===== config.mk =====
export PLATFORM = sky130hd
export DESIGN_NAME = mpm_top
export DESIGN_NICKNAME = d
export VERILOG_FILES = /design/src/logic/mpm_pkg.sv /design/src/logic/mpm_cnt_timer.sv /design/src/logic/mpm_top.sv
export SDC_FILE = /design/constraint.sdc
export NUM_CORES = 1
export LEC_CHECK = 0
export ABC_AREA = 1
export BUFFER_PORTS_ARGS = -buffer_cell sky130_fd_sc_hd__buf_4
export CAP_MARGIN = 0
export CORE_MARGIN = 3
export CORE_UTILIZATION = 41
export DETAILED_ROUTE_END_ITERATION = 12
export GPL_TIMING_DRIVEN = 1
export MAX_ROUTING_LAYER = met4
export SLEW_MARGIN = 40
export SYNTH_ARGS = -nofsm -noshare
export SYNTH_HDL_FRONTEND = slang
export SYNTH_SLANG_ARGS = --single-unit

===== constraint.sdc =====
create_clock -name CLK_SYS -period 6 [get_ports CLK_SYS]
set_input_delay 1.2 -clock CLK_SYS [delete_from_list [all_inputs] [get_ports CLK_SYS]]
set_output_delay 1.2 -clock CLK_SYS [all_outputs]
set_load 0.01 [all_outputs]

===== src/logic/mpm_pkg.sv =====
package mpm_pkg;

    localparam int CLK_HZ   = 10_000_000;
    localparam int US_PER_S = 1_000_000;
    localparam int TW       = 24;

    localparam logic [7:0] ADDR_ID       = 8'h40;
    localparam logic [7:0] ADDR_XL       = 8'h42;
    localparam logic [7:0] ADDR_XM       = 8'h43;
    localparam logic [7:0] ADDR_YL       = 8'h44;
    localparam logic [7:0] ADDR_YM       = 8'h45;
    localparam logic [7:0] ADDR_ZL       = 8'h46;
    localparam logic [7:0] ADDR_ZM       = 8'h47;
    localparam logic [7:0] ADDR_RL       = 8'h48;
    localparam logic [7:0] ADDR_RM       = 8'h49;
    localparam logic [7:0] ADDR_PWR      = 8'h4b;
    localparam logic [7:0] ADDR_OPM      = 8'h4c;
    localparam logic [7:0] ADDR_AXEN     = 8'h4e;
    localparam logic [7:0] ADDR_XYREP    = 8'h51;
    localparam logic [7:0] ADDR_ZREP     = 8'h52;
    localparam logic [7:0] ADDR_NVM_BASE = 8'h5d;

    localparam int PWR_BIT       = 0;
    localparam int SRST_BIT      = 1;
    localparam int THREE_WIRE_SERIAL_ENABLE_BIT      = 2;
    localparam int OPM_MODE_LSB  = 1;
    localparam int OPM_RATE_LSB  = 3;
    localparam int AX_X          = 0;
    localparam int AX_Y          = 1;
    localparam int AX_Z          = 2;

    localparam logic [1:0] OPM_NORMAL = 2'h0;
    localparam logic [1:0] OPM_FORCED = 2'h1;
    localparam logic [1:0] OPM_SLEEP  = 2'h3;

    localparam logic [7:0] PWR_RST   = 8'h00;
    localparam logic [7:0] OPM_RST   = 8'h06;
    localparam logic [7:0] AXEN_RST  = 8'h07;
    localparam logic [7:0] REP_RST   = 8'h00;

    typedef enum logic [2:0] {
        MPM_ST_STARTUP,
        MPM_ST_SUSPEND,
        MPM_ST_SLEEP,
        MPM_ST_NORMAL,
        MPM_ST_FORCED
    } mpm_state_t;

    typedef int mpm_odr_tab_t [8];
    localparam mpm_odr_tab_t ODR_HZ = '{10, 2, 6, 8, 15, 20, 25, 30};

    function automatic mpm_odr_tab_t mpm_odr_table(int tick_hz);
        mpm_odr_tab_t t;
        for (int i = 0; i < 8; i++) begin
            t[i] = tick_hz / ODR_HZ[i];
        end
        return t;
    endfunction

endpackage


===== src/logic/mpm_cnt_timer.sv =====
`timescale 1ns/1ps
module mpm_cnt_timer #(
    parameter int W = 24
) (
    input  wire logic         clk,
    input  wire logic         rst,
    input  wire logic         start,
    input  wire logic         stop,
    input  wire logic [W-1:0] load,
    output logic              busy,
    output logic              done
);

    logic [W-1:0] rem_q;

    generate
        if (W < 2) begin : g_chk
            $error("mpm_cnt_timer: W too small");
        end
    endgenerate

    // Start wins over stop so a restart in the same cycle is never lost
    always_ff @(posedge clk) begin
        if (rst) begin
            rem_q <= '0;
            busy  <= 1'b0;
            done  <= 1'b0;
        end else if (start) begin
            rem_q <= load;
            busy  <= 1'b1;
            done  <= 1'b0;
        end else if (stop) begin
            busy <= 1'b0;
            done <= 1'b0;
        end else if (busy && rem_q <= W'(1)) begin
            busy <= 1'b0;
            done <= 1'b1;
        end else begin
            rem_q <= busy ? rem_q - W'(1) : rem_q;
            done  <= 1'b0;
        end
    end

endmodule


===== src/logic/mpm_top.sv =====
`timescale 1ns/1ps
module mpm_top
    import mpm_pkg::*;
#(
    parameter int         TICK_HZ     = CLK_HZ,
    parameter int         PLANAR_REPETITION_COUNT_US   = 145,
    parameter int         Z_REP_US    = 500,
    parameter int         MEAS_OVH_US = 980,
    parameter int         NVM_WORDS   = 8,
    parameter logic [7:0] ID_CODE     = 8'h5a
) (
    input  wire logic                         CLK_SYS,
    input  wire logic                         RST,
    input  wire logic                         VDD_OK,
    input  wire logic                         VDDIO_OK,
    input  wire logic                         IF_IS_SPI,
    input  wire logic                         REG_WR,
    input  wire logic                         REG_RD,
    input  wire logic [7:0]                   REG_ADDR,
    input  wire logic [7:0]                   REG_WDATA,
    output logic      [7:0]                   REG_RDATA,
    output logic                              REG_RD_ACK,
    output logic                              REG_SDO_OE,
    output logic                              NVM_RD,
    output logic      [$clog2(NVM_WORDS)-1:0] NVM_ADDR,
    input  wire logic [7:0]                   NVM_DATA,
    input  wire logic [12:0]                  AFE_X,
    input  wire logic [12:0]                  AFE_Y,
    input  wire logic [14:0]                  AFE_Z,
    input  wire logic [13:0]                  AFE_R,
    output logic      [2:0]                   AFE_AXIS_EN,
    output logic                              MEAS_ACTIVE,
    output logic                              DATA_UPDATED,
    output logic                              THREE_WIRE_EN,
    output logic      [2:0]                   MODE
);

    localparam int NAW = $clog2(NVM_WORDS);
    // Least times round up to whole cycles; longint avoids overflow of us * Hz
    localparam int PLANAR_REPETITION_COUNT_CYC =
        int'((longint'(PLANAR_REPETITION_COUNT_US) * TICK_HZ + US_PER_S - 1) / US_PER_S);
    localparam int Z_REP_CYC =
        int'((longint'(Z_REP_US) * TICK_HZ + US_PER_S - 1) / US_PER_S);
    localparam int MEAS_OVH_CYC =
        int'((longint'(MEAS_OVH_US) * TICK_HZ + US_PER_S - 1) / US_PER_S);
    localparam mpm_odr_tab_t ODR_CYC = mpm_odr_table(TICK_HZ);
    localparam int MAX_MEAS_CYC = (PLANAR_REPETITION_COUNT_CYC + Z_REP_CYC) * 256 + MEAS_OVH_CYC;

    generate
        if (NVM_WORDS < 2 || NVM_WORDS > 256 - int'(ADDR_NVM_BASE)) begin : g_chk_nvm
            $error("mpm_top: NVM_WORDS out of range");
        end
        if (MEAS_OVH_CYC < 1 || PLANAR_REPETITION_COUNT_CYC < 1 || Z_REP_CYC < 1) begin : g_chk_meas
            $error("mpm_top: measurement times shorter than one cycle");
        end
        if (MAX_MEAS_CYC >= (1 << TW) || ODR_CYC[1] >= (1 << TW) || ODR_CYC[7] < 1) begin : g_chk_tw
            $error("mpm_top: timer width too small for TICK_HZ");
        end
    endgenerate

    logic       vdd_s1_q, vdd_s2_q, vio_s1_q, vio_s2_q;
    logic       rst_int;
    mpm_state_t state_q, state_d;
    logic [7:0] pwr_q, opm_q, axen_q, xyrep_q, zrep_q;
    logic [7:0] nvm_shadow_q [NVM_WORDS];
    logic [NAW-1:0] nvm_idx_q;
    logic       nvm_last_q;
    logic       nvm_cap_q;
    logic [NAW-1:0] nvm_cap_addr_q;
    logic [12:0] dx_q, dy_q;
    logic [14:0] dz_q;
    logic [13:0] dr_q;
    logic       active, acc_ok_wr, acc_ok_rd, wr_pwr, wr_opm, srst;
    logic [1:0] opm_wmode;
    logic       forced_wr, norm_start, meas_start, meas_stop;
    logic       meas_busy, meas_done, odr_busy;
    logic [TW-1:0] meas_load, odr_load;
    logic [8:0] n_xy, n_z;
    logic [7:0] rd_mux;
    logic [7:0] nvm_off;

    // Supply-good levels cross from the analog domain
    always_ff @(posedge CLK_SYS) begin
        if (RST) begin
            vdd_s1_q <= 1'b0;
            vdd_s2_q <= 1'b0;
            vio_s1_q <= 1'b0;
            vio_s2_q <= 1'b0;
        end else begin
            vdd_s1_q <= VDD_OK;
            vdd_s2_q <= vdd_s1_q;
            vio_s1_q <= VDDIO_OK;
            vio_s2_q <= vio_s1_q;
        end
    end

    assign rst_int = RST || !(vdd_s2_q && vio_s2_q);

    assign active = (state_q == MPM_ST_NORMAL) || (state_q == MPM_ST_FORCED);

    // Access gating by power mode
    always_comb begin
        acc_ok_wr = 1'b0;
        acc_ok_rd = 1'b0;
        case (state_q)
            MPM_ST_SUSPEND: begin
                acc_ok_wr = (REG_ADDR == ADDR_PWR);
                acc_ok_rd = (REG_ADDR == ADDR_PWR);
            end
            MPM_ST_SLEEP, MPM_ST_NORMAL, MPM_ST_FORCED: begin
                acc_ok_wr = 1'b1;
                acc_ok_rd = 1'b1;
            end
            default: begin
                acc_ok_wr = 1'b0;
                acc_ok_rd = 1'b0;
            end
        endcase
    end

    assign wr_pwr    = REG_WR && acc_ok_wr && (REG_ADDR == ADDR_PWR);
    assign wr_opm    = REG_WR && acc_ok_wr && (REG_ADDR == ADDR_OPM);
    assign opm_wmode = REG_WDATA[OPM_MODE_LSB +: 2];
    assign srst      = wr_pwr && REG_WDATA[SRST_BIT] && state_q != MPM_ST_SUSPEND;

    always_comb begin
        state_d = state_q;
        case (state_q)
            MPM_ST_STARTUP: begin
                if (nvm_last_q && NVM_RD) begin
                    state_d = MPM_ST_SUSPEND;
                end
            end
            MPM_ST_SUSPEND: begin
                if (wr_pwr && REG_WDATA[PWR_BIT]) begin
                    state_d = MPM_ST_SLEEP;
                end
            end
            MPM_ST_SLEEP, MPM_ST_NORMAL, MPM_ST_FORCED: begin
                if (wr_pwr && !REG_WDATA[PWR_BIT]) begin
                    state_d = MPM_ST_SUSPEND;
                end else if (srst) begin
                    state_d = MPM_ST_SLEEP;
                end else if (wr_opm) begin
                    if (opm_wmode == OPM_NORMAL) begin
                        state_d = MPM_ST_NORMAL;
                    end else if (opm_wmode == OPM_FORCED) begin
                        state_d = MPM_ST_FORCED;
                    end else begin
                        state_d = MPM_ST_SLEEP;
                    end
                end else if (state_q == MPM_ST_FORCED && meas_done) begin
                    state_d = MPM_ST_SLEEP;
                end
            end
            default: state_d = MPM_ST_STARTUP;
        endcase
    end

    always_ff @(posedge CLK_SYS) begin
        if (rst_int) begin
            state_q <= MPM_ST_STARTUP;
        end else begin
            state_q <= state_d;
        end
    end

    // Start-up copy: one read strobe, data valid on the next cycle
    always_ff @(posedge CLK_SYS) begin
        if (rst_int) begin
            NVM_RD     <= 1'b0;
            NVM_ADDR   <= '0;
            nvm_idx_q  <= '0;
            nvm_last_q <= 1'b0;
        end else if (state_q == MPM_ST_STARTUP) begin
            if (!NVM_RD) begin
                NVM_RD     <= 1'b1;
                NVM_ADDR   <= nvm_idx_q;
                nvm_last_q <= (nvm_idx_q == NAW'(NVM_WORDS - 1));
            end else begin
                NVM_RD    <= 1'b0;
                nvm_idx_q <= nvm_idx_q + NAW'(1);
            end
        end else begin
            NVM_RD <= 1'b0;
        end
    end

    // Store data is valid one cycle after the strobe, so the capture trails it;
    // the last word lands in the first suspend cycle
    always_ff @(posedge CLK_SYS) begin
        if (rst_int) begin
            nvm_cap_q      <= 1'b0;
            nvm_cap_addr_q <= '0;
        end else begin
            nvm_cap_q      <= NVM_RD;
            nvm_cap_addr_q <= NVM_ADDR;
        end
    end

    generate
        for (genvar i = 0; i < NVM_WORDS; i++) begin : g_shadow
            always_ff @(posedge CLK_SYS) begin
                if (rst_int) begin
                    nvm_shadow_q[i] <= 8'h00;
                end else if (nvm_cap_q && nvm_cap_addr_q == NAW'(i)) begin
                    nvm_shadow_q[i] <= NVM_DATA;
                end
            end
        end
    endgenerate

    // Power control survives suspend; soft reset bit never reads back as set
    always_ff @(posedge CLK_SYS) begin
        if (rst_int) begin
            pwr_q <= PWR_RST;
        end else if (wr_pwr) begin
            pwr_q <= REG_WDATA & ~(8'h01 << SRST_BIT);
        end
    end

    always_ff @(posedge CLK_SYS) begin
        if (rst_int || state_q == MPM_ST_SUSPEND || state_q == MPM_ST_STARTUP || srst) begin
            opm_q   <= OPM_RST;
            axen_q  <= AXEN_RST;
            xyrep_q <= REP_RST;
            zrep_q  <= REP_RST;
        end else if (REG_WR && acc_ok_wr) begin
            case (REG_ADDR)
                ADDR_OPM:   opm_q <= REG_WDATA;
                ADDR_AXEN:  axen_q <= REG_WDATA;
                ADDR_XYREP: xyrep_q <= REG_WDATA;
                ADDR_ZREP:  zrep_q <= REG_WDATA;
                default:    opm_q <= opm_q;
            endcase
        end else if (state_q == MPM_ST_FORCED && meas_done) begin
            opm_q[OPM_MODE_LSB +: 2] <= OPM_SLEEP;
        end
    end

    // Measurement scheduling
    assign n_xy = {1'b0, xyrep_q} + 9'h001;
    assign n_z  = {1'b0, zrep_q} + 9'h001;

    always_comb begin
        meas_load = TW'(MEAS_OVH_CYC);
        if (axen_q[AX_X] || axen_q[AX_Y]) begin
            meas_load = meas_load + TW'(PLANAR_REPETITION_COUNT_CYC * int'(n_xy));
        end
        if (axen_q[AX_Z]) begin
            meas_load = meas_load + TW'(Z_REP_CYC * int'(n_z));
        end
    end

    assign odr_load   = TW'(ODR_CYC[opm_q[OPM_RATE_LSB +: 3]]);
    assign forced_wr  = wr_opm && (opm_wmode == OPM_FORCED) && (state_d == MPM_ST_FORCED);
    // Next period waits for both the rate timer and a running cycle
    assign norm_start = (state_q == MPM_ST_NORMAL) && !odr_busy && !meas_busy;
    assign meas_start = forced_wr || norm_start;
    assign meas_stop  = (state_d != MPM_ST_NORMAL) && (state_d != MPM_ST_FORCED);

    mpm_cnt_timer #(
        .W (TW)
    ) u_meas_timer (
        .clk   (CLK_SYS),
        .rst   (rst_int),
        .start (meas_start),
        .stop  (meas_stop),
        .load  (meas_load),
        .busy  (meas_busy),
        .done  (meas_done)
    );

    mpm_cnt_timer #(
        .W (TW)
    ) u_odr_timer (
        .clk   (CLK_SYS),
        .rst   (rst_int),
        .start (norm_start),
        .stop  (state_q != MPM_ST_NORMAL),
        .load  (odr_load),
        .busy  (odr_busy),
        .done  ()
    );

    assign MEAS_ACTIVE = meas_busy;

    // Complete packet lands at once; an aborted cycle never raises done
    always_ff @(posedge CLK_SYS) begin
        if (rst_int || state_q == MPM_ST_SUSPEND || state_q == MPM_ST_STARTUP || srst) begin
            dx_q         <= '0;
            dy_q         <= '0;
            dz_q         <= '0;
            dr_q         <= '0;
            DATA_UPDATED <= 1'b0;
        end else if (meas_done && active) begin
            dx_q         <= axen_q[AX_X] ? AFE_X : dx_q;
            dy_q         <= axen_q[AX_Y] ? AFE_Y : dy_q;
            dz_q         <= axen_q[AX_Z] ? AFE_Z : dz_q;
            dr_q         <= AFE_R;
            DATA_UPDATED <= 1'b1;
        end else begin
            DATA_UPDATED <= 1'b0;
        end
    end

    assign nvm_off = REG_ADDR - ADDR_NVM_BASE;

    always_comb begin
        rd_mux = 8'h00;
        case (REG_ADDR)
            ADDR_ID:    rd_mux = ID_CODE;
            ADDR_XL:    rd_mux = {dx_q[4:0], 3'h0};
            ADDR_XM:    rd_mux = dx_q[12:5];
            ADDR_YL:    rd_mux = {dy_q[4:0], 3'h0};
            ADDR_YM:    rd_mux = dy_q[12:5];
            ADDR_ZL:    rd_mux = {dz_q[6:0], 1'b0};
            ADDR_ZM:    rd_mux = dz_q[14:7];
            ADDR_RL:    rd_mux = {dr_q[5:0], 2'h0};
            ADDR_RM:    rd_mux = dr_q[13:6];
            ADDR_PWR:   rd_mux = pwr_q;
            ADDR_OPM:   rd_mux = opm_q;
            ADDR_AXEN:  rd_mux = axen_q;
            ADDR_XYREP: rd_mux = xyrep_q;
            ADDR_ZREP:  rd_mux = zrep_q;
            default: begin
                if (REG_ADDR >= ADDR_NVM_BASE && int'(nvm_off) < NVM_WORDS) begin
                    rd_mux = nvm_shadow_q[nvm_off[NAW-1:0]];
                end
            end
        endcase
    end

    // Blocked read: I2C still clocks out a byte, so it sends zero; SPI stays off the line
    always_ff @(posedge CLK_SYS) begin
        if (rst_int) begin
            REG_RDATA  <= 8'h00;
            REG_RD_ACK <= 1'b0;
            REG_SDO_OE <= 1'b0;
        end else if (REG_RD) begin
            REG_RD_ACK <= 1'b1;
            REG_RDATA  <= acc_ok_rd ? rd_mux : 8'h00;
            REG_SDO_OE <= acc_ok_rd || !IF_IS_SPI;
        end else begin
            REG_RD_ACK <= 1'b0;
            REG_SDO_OE <= 1'b0;
        end
    end

    always_ff @(posedge CLK_SYS) begin
        if (rst_int) begin
            THREE_WIRE_EN <= 1'b0;
            AFE_AXIS_EN   <= 3'h0;
            MODE          <= 3'h0;
        end else begin
            THREE_WIRE_EN <= pwr_q[THREE_WIRE_SERIAL_ENABLE_BIT];
            AFE_AXIS_EN   <= axen_q[2:0];
            MODE          <= state_d;
        end
    end

endmodule


# Yosys cells after proc, flatten, opt, wreduce, memory -nomap -nowiden
# Memory sizes are Yosys's and may differ from the RTL's.
# Index checks and enable logic that the tools add are counted.
# word_totals
ff_bits,179
latch_bits,0
ramBits,64
mem_bits_ro,256
mem_count,2
# mem_list
memory,words,width,rd,rd_clocked_by_memory_dff,wr,line_no,text
(no name shown),8,32,1,0,0,mpm_top.sv:255,assign odr_load = TW'(ODR_CYC[opm_q[OPM_RATE_LSB +: 3]]);
nvm_shadow_q,8,8,1,0,8,mpm_top.sv:65,logic [7:0] nvm_shadow_q [NVM_WORDS];
# classes
addsub,8
n_mul,2
div_mod_pow,0
order_cmp,5
n_eq_ne,37
shift,0
mux,72
n_bitwise,12
n_reduce_logical,64
# op_table
cell,n
two-way mux 24 bit,11
equality test 8 x 7 -> 1 bit (second input constant),14
case mux 8 bit (14 select lines),1
two-way mux 8 bit,10
less-or-equal comparator 24 x 1 -> 1 bit (second input constant),2
subtractor 24 x 1 -> 24 bit (second input constant),2
multiplier 10 x 9 -> 19 bit (first input constant),2
two-way mux 1 bit,36
logical AND 1 bit,27
two-way mux 3 bit,9
adder 24 x 22 -> 24 bit,1
adder 14 x 20 -> 21 bit (first input constant),1
equality test 3 bit (second input constant),7
two-way mux 21 bit,1
AND reduction 2 bit,10
adder 8 x 1 -> 9 bit (second input constant),2
equality test 3 x 2 -> 1 bit (second input constant),4
inequality test 2 bit (second input constant),5
case mux 3 bit (3 select lines),1
>= comparator 8 x 7 -> 1 bit (second input constant),1
logical OR 1 bit,8
less-than comparator 8 x 4 -> 1 bit (second input constant),1
OR 1 bit,8
subtractor 8 x 7 -> 8 bit (second input constant),1
other kinds (19),35

# Depth between registers and ports, before layout
# Gate-level depths: netlist of the first run.
# depth
depth_word,15
depth_mapped,44

# Hierarchy
# From an unflattened synthesis of the first run, not the netlist that was laid out.
# unflattened
hier_cells,2566
hier_area_um2,17625.7
# modules_own_cells
mod,instances,cells_per_inst,area_each_um2,seq_area_each_um2
mpm_top,1,1902,13847.0,4484.3
mpm_cnt_timer,2,332,1889.3,520.5

# Worst setup path after synthesis of the first run
# OpenSTA, ideal clock, no wires.
# synth_path
path_type,register to register
start,register xyrep_q[0]
end,register u_meas_timer.rem_q[21]
setup_time_ps,69
arrival_time_ps,6044
t_required_ps,5931
path_slack_ps,-112
stages_incl_launch_ff,40
n_path_buf,0
path_cell_list,dfxtp_1 > ha_1 > nand2_1 > nor2_1 > inv_1 > nor3_1 > nand2_1 > nor2_1 > ha_1 > xor2_1 > ha_1 > fa_1 > inv_1 > fa_1 > inv_1 > ha_1 > a21oi_1 > nand2_1 > [... 4 more ...] > nor2_1 > nand3_1 > inv_1 > nand3_1 > nand2_1 > inv_1 > ha_1 > inv_1 > nor3_1 > nand2_1 > inv_1 > nand4_1 > o211ai_1 > xor2_1 > nand2_1 > o21ai_0 > nand2_1 > a21oi_2
# synth_between
elab_chain_len,7
# synth_lines
element,line_no,text
"start, declared",mpm_top.sv:64,"logic [7:0] pwr_q, opm_q, axen_q, xyrep_q, zrep_q;"
"start signal, assigned",mpm_top.sv:226,xyrep_q <= REP_RST;
"start signal, assigned",mpm_top.sv:232,ADDR_XYREP: xyrep_q <= REG_WDATA;
adder 8 x 1 -> 9 bit,mpm_top.sv:242,"assign n_xy = {1'b0, xyrep_q} + 9'h001;"
multiplier 10 x 9 -> 19 bit,mpm_top.sv:248,meas_load = meas_load + TW'(PLANAR_REPETITION_COUNT_CYC * int'(n_xy));
adder 14 x 20 -> 21 bit,mpm_top.sv:248,
two-way mux 21 bit,mpm_top.sv:247,if (axen_q[AX_X] || axen_q[AX_Y]) begin
adder 24 x 22 -> 24 bit,mpm_top.sv:251,meas_load = meas_load + TW'(Z_REP_CYC * int'(n_z));
two-way mux 24 bit,mpm_top.sv:250,if (axen_q[AX_Z]) begin
two-way mux 24 bit,mpm_cnt_timer.sv:28,end else if (start) begin
"end signal, assigned",mpm_cnt_timer.sv:29,rem_q <= load;
"end signal, assigned",mpm_cnt_timer.sv:39,rem_q <= busy ? rem_q - W'(1) : rem_q;
"end, declared",mpm_cnt_timer.sv:14,logic [W-1:0] rem_q;
# No other way between the ends.
# A chain may end at the register's enable or synchronous reset.

# Worst setup path in the final report of the first run
# layout_path
start,register xyrep_q[1]
end,register u_meas_timer.rem_q[20]
# layout_between
elab_chain_len,7
# layout_lines
element,line_no
adder 8 x 1 -> 9 bit (*),mpm_top.sv:242
multiplier 10 x 9 -> 19 bit (*),mpm_top.sv:248
adder 14 x 20 -> 21 bit (*),mpm_top.sv:248
two-way mux 21 bit (*),mpm_top.sv:247
adder 24 x 22 -> 24 bit,mpm_top.sv:251
two-way mux 24 bit (*),mpm_top.sv:250
two-way mux 24 bit (*),mpm_cnt_timer.sv:28
# Mark *: on every way between the ends. The rest lies on a longest branch, timed or not.

==> flow_summary.yaml, run 1 <==
grt:
  grt_util_met3_pct: 2.97
  grt_pass1_wl_mm: 83.3
  grt_use_met2_pct: 38.2
  antenna_found_initial: 0
  first_global_vias: 15900
  track_usage_pct: 23.9
  grt_max_degree: 59
  busiest_layer: "met2"
  grt_overflow: 0
  use_met1_pct: 32.6
route:
  viasPerCell: 5.32
  first_pass_iters: 6
  drt_first_iter_violations: 1376
  vias: 16600
  route.detailed.drc: 0
  post_drt_wl_per_cell_um: 17.0
  ant_nets: 0
  wl_mm: 52.9
worst_setup_path:
  path_max_fanout: 6
  ff2ff_path_depth: 36
  cp-end-kind: "flip-flop"
  crit_arrival_ns: 6.38
  cpPeakStageDelay_ns: 0.54
  cp_slowest_cell: "fa_1"
  start_kind: "flip-flop"
  cp.required_ns: 6.48
  criticalPathCategory: "reg2reg"
pwr:
  swShare_pct: 22.4
  p_seq_share_pct: 45.7
  power.total_w: 0.00367
  peakVddDrop_mv: 0.235
  intPower_w: 0.00285
  netSwitchingPower_w: 0.000822
  p_comb_share_pct: 3.7
  powerDensity_nw_per_um2: 171
  clockPowerShare_pct: 50.6
  p_leak_nw: 9.64
sta:
  slew_violations: 0
  post-route-period-util_pct: 98.3
  max_freq_ghz: 0.169
  tightestPinTransition_ns: 0.783
  slew_headroom_pct: 47.5
  fin_tns_setup_ns: 0
  whs_ns: 0.404
  setup_viol: 0
  hold_viol_final: 0
  skew_ns: 0.0331
  rsz0062_at_grt: "true"
  fin_crit_ns: 5.90
yosys:
  ys_types: 51
  syn-instance-count: 2336
  yosys_most_used_dff: "dfxtp_1"
  synth_edf_count: 64
  synth-seq-cells: 243
  synth_warnings: 0
  syn_nets: 2586
  yosysSeqAreaShare_pct: 32.9
  syn_area_um2: 16700
  synthArstFlopShare_pct: 0
  avgSynthCellArea_um2: 7.16
clock_network:
  htreeDepth: 1
  cts_sinks: 243
  cts_tree: "built"
  clockBufferDepth: 3
  cts_hold_buf: 0
  cts-root-buf: "clkbuf_16"
  clk_latency_ns: 0.58
  clk_pin_slew_worst_paths_ns: 0.06
  cts_buffers: 28
floorplanning:
  rows: 73
  die_w_um: 208
  start_util_pct: 41.8
  fp.coreArea_um2: 40000
  die_y_um: 208
  die-area_um2: 43300
  ios: 109
placement:
  gp_congestion: 0.953
  placed_cell_area_um2: 19100
  numPortBuffers: 108
  hpwl_mm: 39.6
layout:
  finalNetCount: 2826
  antenna_cells: 0
  post_route_cells_drive_above_1_share_pct: 22.4
  syn_to_final_growth_pct: 28.1
  stdcell_area_um2: 21400
  fillCellCount: 3812
status:
  status: "finished clean"
worst_hold_path:
  hp-class: "reg2reg"
  hold_path_depth: 2
run:
  maxCapViolations: 0
[cell usage after synthesis (4+ instances only)]
| cell | number | area (um^2) |
|---|---|---|
| nor4_1 | 9 | 56.3 |
| nor2_4 | 4 | 45.0 |
| nand3b_1 | 9 | 67.6 |
| a31oi_1 | 11 | 68.8 |
| o21ai_0 | 105 | 526 |
| o211ai_1 | 15 | 113 |
| a32oi_1 | 8 | 70.1 |
| clkbuf_1 | 48 | 180 |
| a221oi_1 | 14 | 123 |
| o2111ai_1 | 6 | 52.6 |
| xnor2_1 | 17 | 149 |
| a211oi_1 | 8 | 60.1 |
| a32o_1 | 8 | 80.1 |
| dfxtp_1 | 179 | 3580 |
| or2_2 | 5 | 31.3 |
| edfxtp_1 | 64 | 1920 |
| nand2_1 | 533 | 2000 |
| nor3_1 | 37 | 185 |
| nor2_1 | 264 | 991 |
| a21o_1 | 5 | 37.5 |
| fa_1 | 34 | 681 |
| buf_1 | 11 | 41.3 |
| a21oi_2 | 5 | 43.8 |
| nand4_1 | 34 | 213 |
| nand2_2 | 13 | 81.3 |
| a21oi_1 | 198 | 991 |
| clkinv_1 | 6 | 22.5 |
| xor2_1 | 48 | 420 |
| ha_1 | 130 | 1630 |
| nand3_1 | 156 | 781 |
| inv_2 | 9 | 33.8 |
| o22ai_1 | 12 | 75.1 |
| inv_1 | 303 | 1140 |
[layer usage]
layer | up-vias | share of wire (%)
li1 | 8201 | -
met4 | 0 | 2.1
met1 | 7925 | 46
met2 | 425 | 47
met5 | - | 0
met3 | 73 | 5.2
[cells by family after synthesis]
group / share of synthesized area (%)
simple gates: 27.0
buf+inv: 8.93
compound gates: 14.0
flops: 32.9
fa+ha+maj: 13.8
xor+xnor: 3.40
[repair_timing]
| action | CTS | global route |
|---|---|---|
| endpoints found under the setup margin | 11 | 14 |
| pin swaps | 43 | 90 |
| resized for setup | 115 | 168 |
| buffers inserted | 8 | 12 |
[layout by cell type (no fill, tap or decap), types with 64 or more instances in the layout]
cell type  instances
nor2_1           238
ha_1             100
nand3_1          139
inv_1            281
buf_4            270
nand2_1          473
o21ai_0           85
a21oi_1          176
edfxtp_1          64
dfxtp_1          174
[worst max-delay path: cells and delay by family, from the launching register on]
kind            cells  cell delay [ns]
simple gates       21             2.30
fa+ha+maj           6             2.27
buf+inv             7             0.48
flops               1             0.36
xor+xnor            1             0.20
compound gates      1             0.18
[through the flow]
stage                     util [%]  cells  setup WS, ns
final                         53.6   3122        0.0991
after global routing          53.6   3122        -0.240
after CTS                     51.7   3110      -0.00675
after detailed placement      47.8   3051        -0.450
after global placement        47.6   3049        -0.359
after floorplan                  -   2336        0.0515
[worst paths after layout]
| path | from | end | slack (ns) |
|---|---|---|---|
| setup / recovery | xyrep_q[1] | u_meas_timer.rem_q[20] | 0.1 |
| hold / removal | vio_s1_q | vio_s2_q | 0.40 |
| setup reg to reg | xyrep_q[1] | u_meas_timer.rem_q[20] | 0.1 |
| hold reg to reg | vio_s1_q | vio_s2_q | 0.40 |
[final cells by class]
| cell class | count | area (um^2) | area share, % |
|---|---|---|---|
| Clock buffer | 34 | 753 | 3.51 |
| Clock inverter | 17 | 245 | 1.14 |
| Inverter | 318 | 1200 | 5.58 |
| Multi-Input combinational cell | 1707 | 10900 | 51.0 |
| Sequential cell | 243 | 5510 | 25.7 |
| Tap cell | 525 | 657 | 3.06 |
| Timing Repair Buffer | 278 | 2130 | 9.96 |
[sequential cells by signal (all words and copies together), names as in the netlist, 13 cells and up]
name and cells:
dr_q 14, dx_q 13, dy_q 13, dz_q 15
nvm_shadow_q 64, u_meas_timer.rem_q 24, u_odr_timer.rem_q 24
[power by group through the flow]
stage               sequential [W]  combinational, W  clock [W]
finish                     0.00168          0.000136    0.00186
global route               0.00168          0.000148    0.00194
CTS                        0.00168          0.000135    0.00188
detailed placement         0.00171          0.000135          0
global placement           0.00171          0.000133          0
floorplan                  0.00171         0.0000595          0
Power figures use the tool's default switching activity.
==> inputs of run 2 (changes only) <==
--- a/config.mk
+++ b/config.mk
@@ -7,9 +7,9 @@
 export LEC_CHECK = 0
 export ABC_AREA = 1
 export BUFFER_PORTS_ARGS = -buffer_cell sky130_fd_sc_hd__buf_4
-export CAP_MARGIN = 0
 export CORE_MARGIN = 3
 export CORE_UTILIZATION = 41
+export CTS_BUF_LIST = sky130_fd_sc_hd__clkbuf_4 sky130_fd_sc_hd__clkbuf_8
 export DETAILED_ROUTE_END_ITERATION = 12
 export GPL_TIMING_DRIVEN = 1
 export MAX_ROUTING_LAYER = met4
==> flow_summary.yaml, run 2 (synthesis results as in run 1) <==
clock_network:
  cts_tree: "built"
  cts-root-buf: "clkbuf_8"
  clk_pin_slew_worst_paths_ns: 0.05
  cts_buffers: 45
  htreeDepth: 2
  clockBufferDepth: 3
  clk_latency_ns: 0.63
  cts_sinks: 243
sta:
  skew_ns: 0.0313
  post-route-period-util_pct: 99.9
  tightestPinTransition_ns: 0.832
  fin_tns_setup_ns: 0
  fin_crit_ns: 6.00
  rsz0062_at_grt: "true"
  slew_headroom_pct: 44.2
  max_freq_ghz: 0.167
  hold_viol_final: 0
  setup_viol: 0
  slew_violations: 0
  finalWorstSetupSlack_ns: 0.00329
status:
  status: "finished clean"
worst_setup_path:
  ff2ff_path_depth: 35
  rrSetupSlack_ns: 0.003
  cp_common_cell: "buf_4"
  path_max_fanout: 4
  start_kind: "flip-flop"
  cpPeakStageDelay_ns: 0.51
  r2r_end: "u_meas_timer.rem_q[21]"
  cp.required_ns: 6.55
  cp_slowest_cell: "fa_1"
  crit_arrival_ns: 6.55
  r2r_start: "xyrep_q[1]"
  cp-end-kind: "flip-flop"
  setup.worst_path.start: "xyrep_q[1]"
  criticalPathCategory: "reg2reg"
route:
  vias: 16800
  route.detailed.drc: 0
  ant_nets: 0
  first_pass_iters: 8
  wl_mm: 53.6
  drt_first_iter_violations: 1302
  viasPerCell: 5.30
  post_drt_wl_per_cell_um: 16.9
floorplanning:
  die_y_um: 208
  die_w_um: 208
  rows: 73
  die-area_um2: 43300
  fp.coreArea_um2: 40000
  ios: 109
  start_util_pct: 41.8
pwr:
  p_leak_nw: 9.73
  intPower_w: 0.00276
  p_comb_share_pct: 3.8
  netSwitchingPower_w: 0.000846
  swShare_pct: 23.4
  peakVddDrop_mv: 0.186
  powerDensity_nw_per_um2: 167
  clockPowerShare_pct: 49.7
  p_seq_share_pct: 46.5
grt:
  track_usage_pct: 24.2
  antenna_found_initial: 1
  grt_overflow: 0
  grt_pass1_wl_mm: 83.8
  grt_max_degree: 59
  first_global_vias: 16000
layout:
  syn_to_final_growth_pct: 29.3
  mostFrequentLayoutCell: "nand2_1"
  largest_reg_flops: 64
  final_cell_mix: "nand2_1 (477), inv_1 (280), buf_4 (275)"
  stdcell_area_um2: 21600
  finalNetCount: 2853
  fillCellCount: 3820
  regMostFlops: "nvm_shadow_q"
  top_regs: "nvm_shadow_q: 64 flops, u_meas_timer.rem_q: 24 flops, u_odr_timer.rem_q: 24 flops"
  post_route_cells_drive_above_1_share_pct: 23.8
  final_util_pct: 54.1
placement:
  hpwl_mm: 39.6
  placed_cell_area_um2: 19100
  gp_congestion: 0.953
  place_ws_ns: -0.450
  numPortBuffers: 108
worst_hold_path:
  hp-class: "reg2reg"
  hold_start: "vio_s1_q"
  min_to: "vio_s2_q"
  hold_path_depth: 2
run:
  maxCapViolations: 0
## run 2: changes by cell type in the layout (fill, tap and decap cells not counted), sizes merged
cell	change
clkbuf	+34
buf	+10
bufinv	-2
clkinv	-1
diode	+1
## run 2: layout make-up
type                            instances  area [um^2]  share of cell area (%)
Clock inverter                         14          166                   0.769
Sequential cell                       243         5510                    25.5
Timing Repair Buffer                  288         2250                    10.4
Tap cell                              525          657                    3.04
Inverter                              318         1190                    5.52
Multi-Input combinational cell       1707        11000                    50.9
Clock buffer                           68          836                    3.86
Antenna cell                            1         2.50                  0.0116
## run 2: per-layer routing
metal,global-route usage (%),wire length [um],share of wire (%),up-vias
li1,-,-,-,8251
met1,32.3,23900,45,7959
met2,37.9,25000,47,477
met3,4.48,3480,6.5,84
met4,6.95,1230,2.3,0
met5,-,0,0,-
## run 2: power groups by stage
stage	registers (W)	clock network (W)	logic [W]
2_1_floorplan	0.00171	0	0.0000595
3_3_place_gp	0.00171	0	0.000133
3_5_place_dp	0.00171	0	0.000135
4_1_cts	0.00168	0.00183	0.000135
5_1_grt	0.00168	0.00189	0.000148
6_report	0.00168	0.00179	0.000136
## run 2: worst max-delay path, delay by kind of cell (launching register included)
family	cells	cell delay, ns
fa+ha+maj	5	1.80
flops	1	0.36
buf+inv	9	1.05
compound gates	6	0.85
xor+xnor	4	0.77
simple gates	11	1.05
## run 2: worst max-delay path by stage
stage / slack [ns] / endpoint / cells after the start
detailed placement: -0.45 / u_meas_timer.rem_q[22] / 35
floorplan: 0.05 / u_meas_timer.rem_q[21] / 39
CTS: 0.0002 / u_meas_timer.rem_q[21] / 33
finish: 0.003 / u_meas_timer.rem_q[21] / 35
global route: -0.34 / u_meas_timer.rem_q[21] / 40
global placement: -0.36 / u_meas_timer.rem_q[22] / 35
## run 2: repair_timing
action | CTS | global route
resized for setup | 116 | 177
setup buffers | 15 | 16
pin swaps | 48 | 108
endpoints found under the setup margin | 11 | 14
hold buffers | 0 | 0
## run 2: through the flow
step           std cells  hold WS [ns]  power (W)
2_1_floorplan       2336         0.388    0.00177
3_3_place_gp        3049         0.390    0.00185
3_5_place_dp        3051         0.398    0.00185
4_1_cts             3148         0.405    0.00365
5_1_grt             3164         0.436    0.00371
6_report            3164         0.403    0.00361
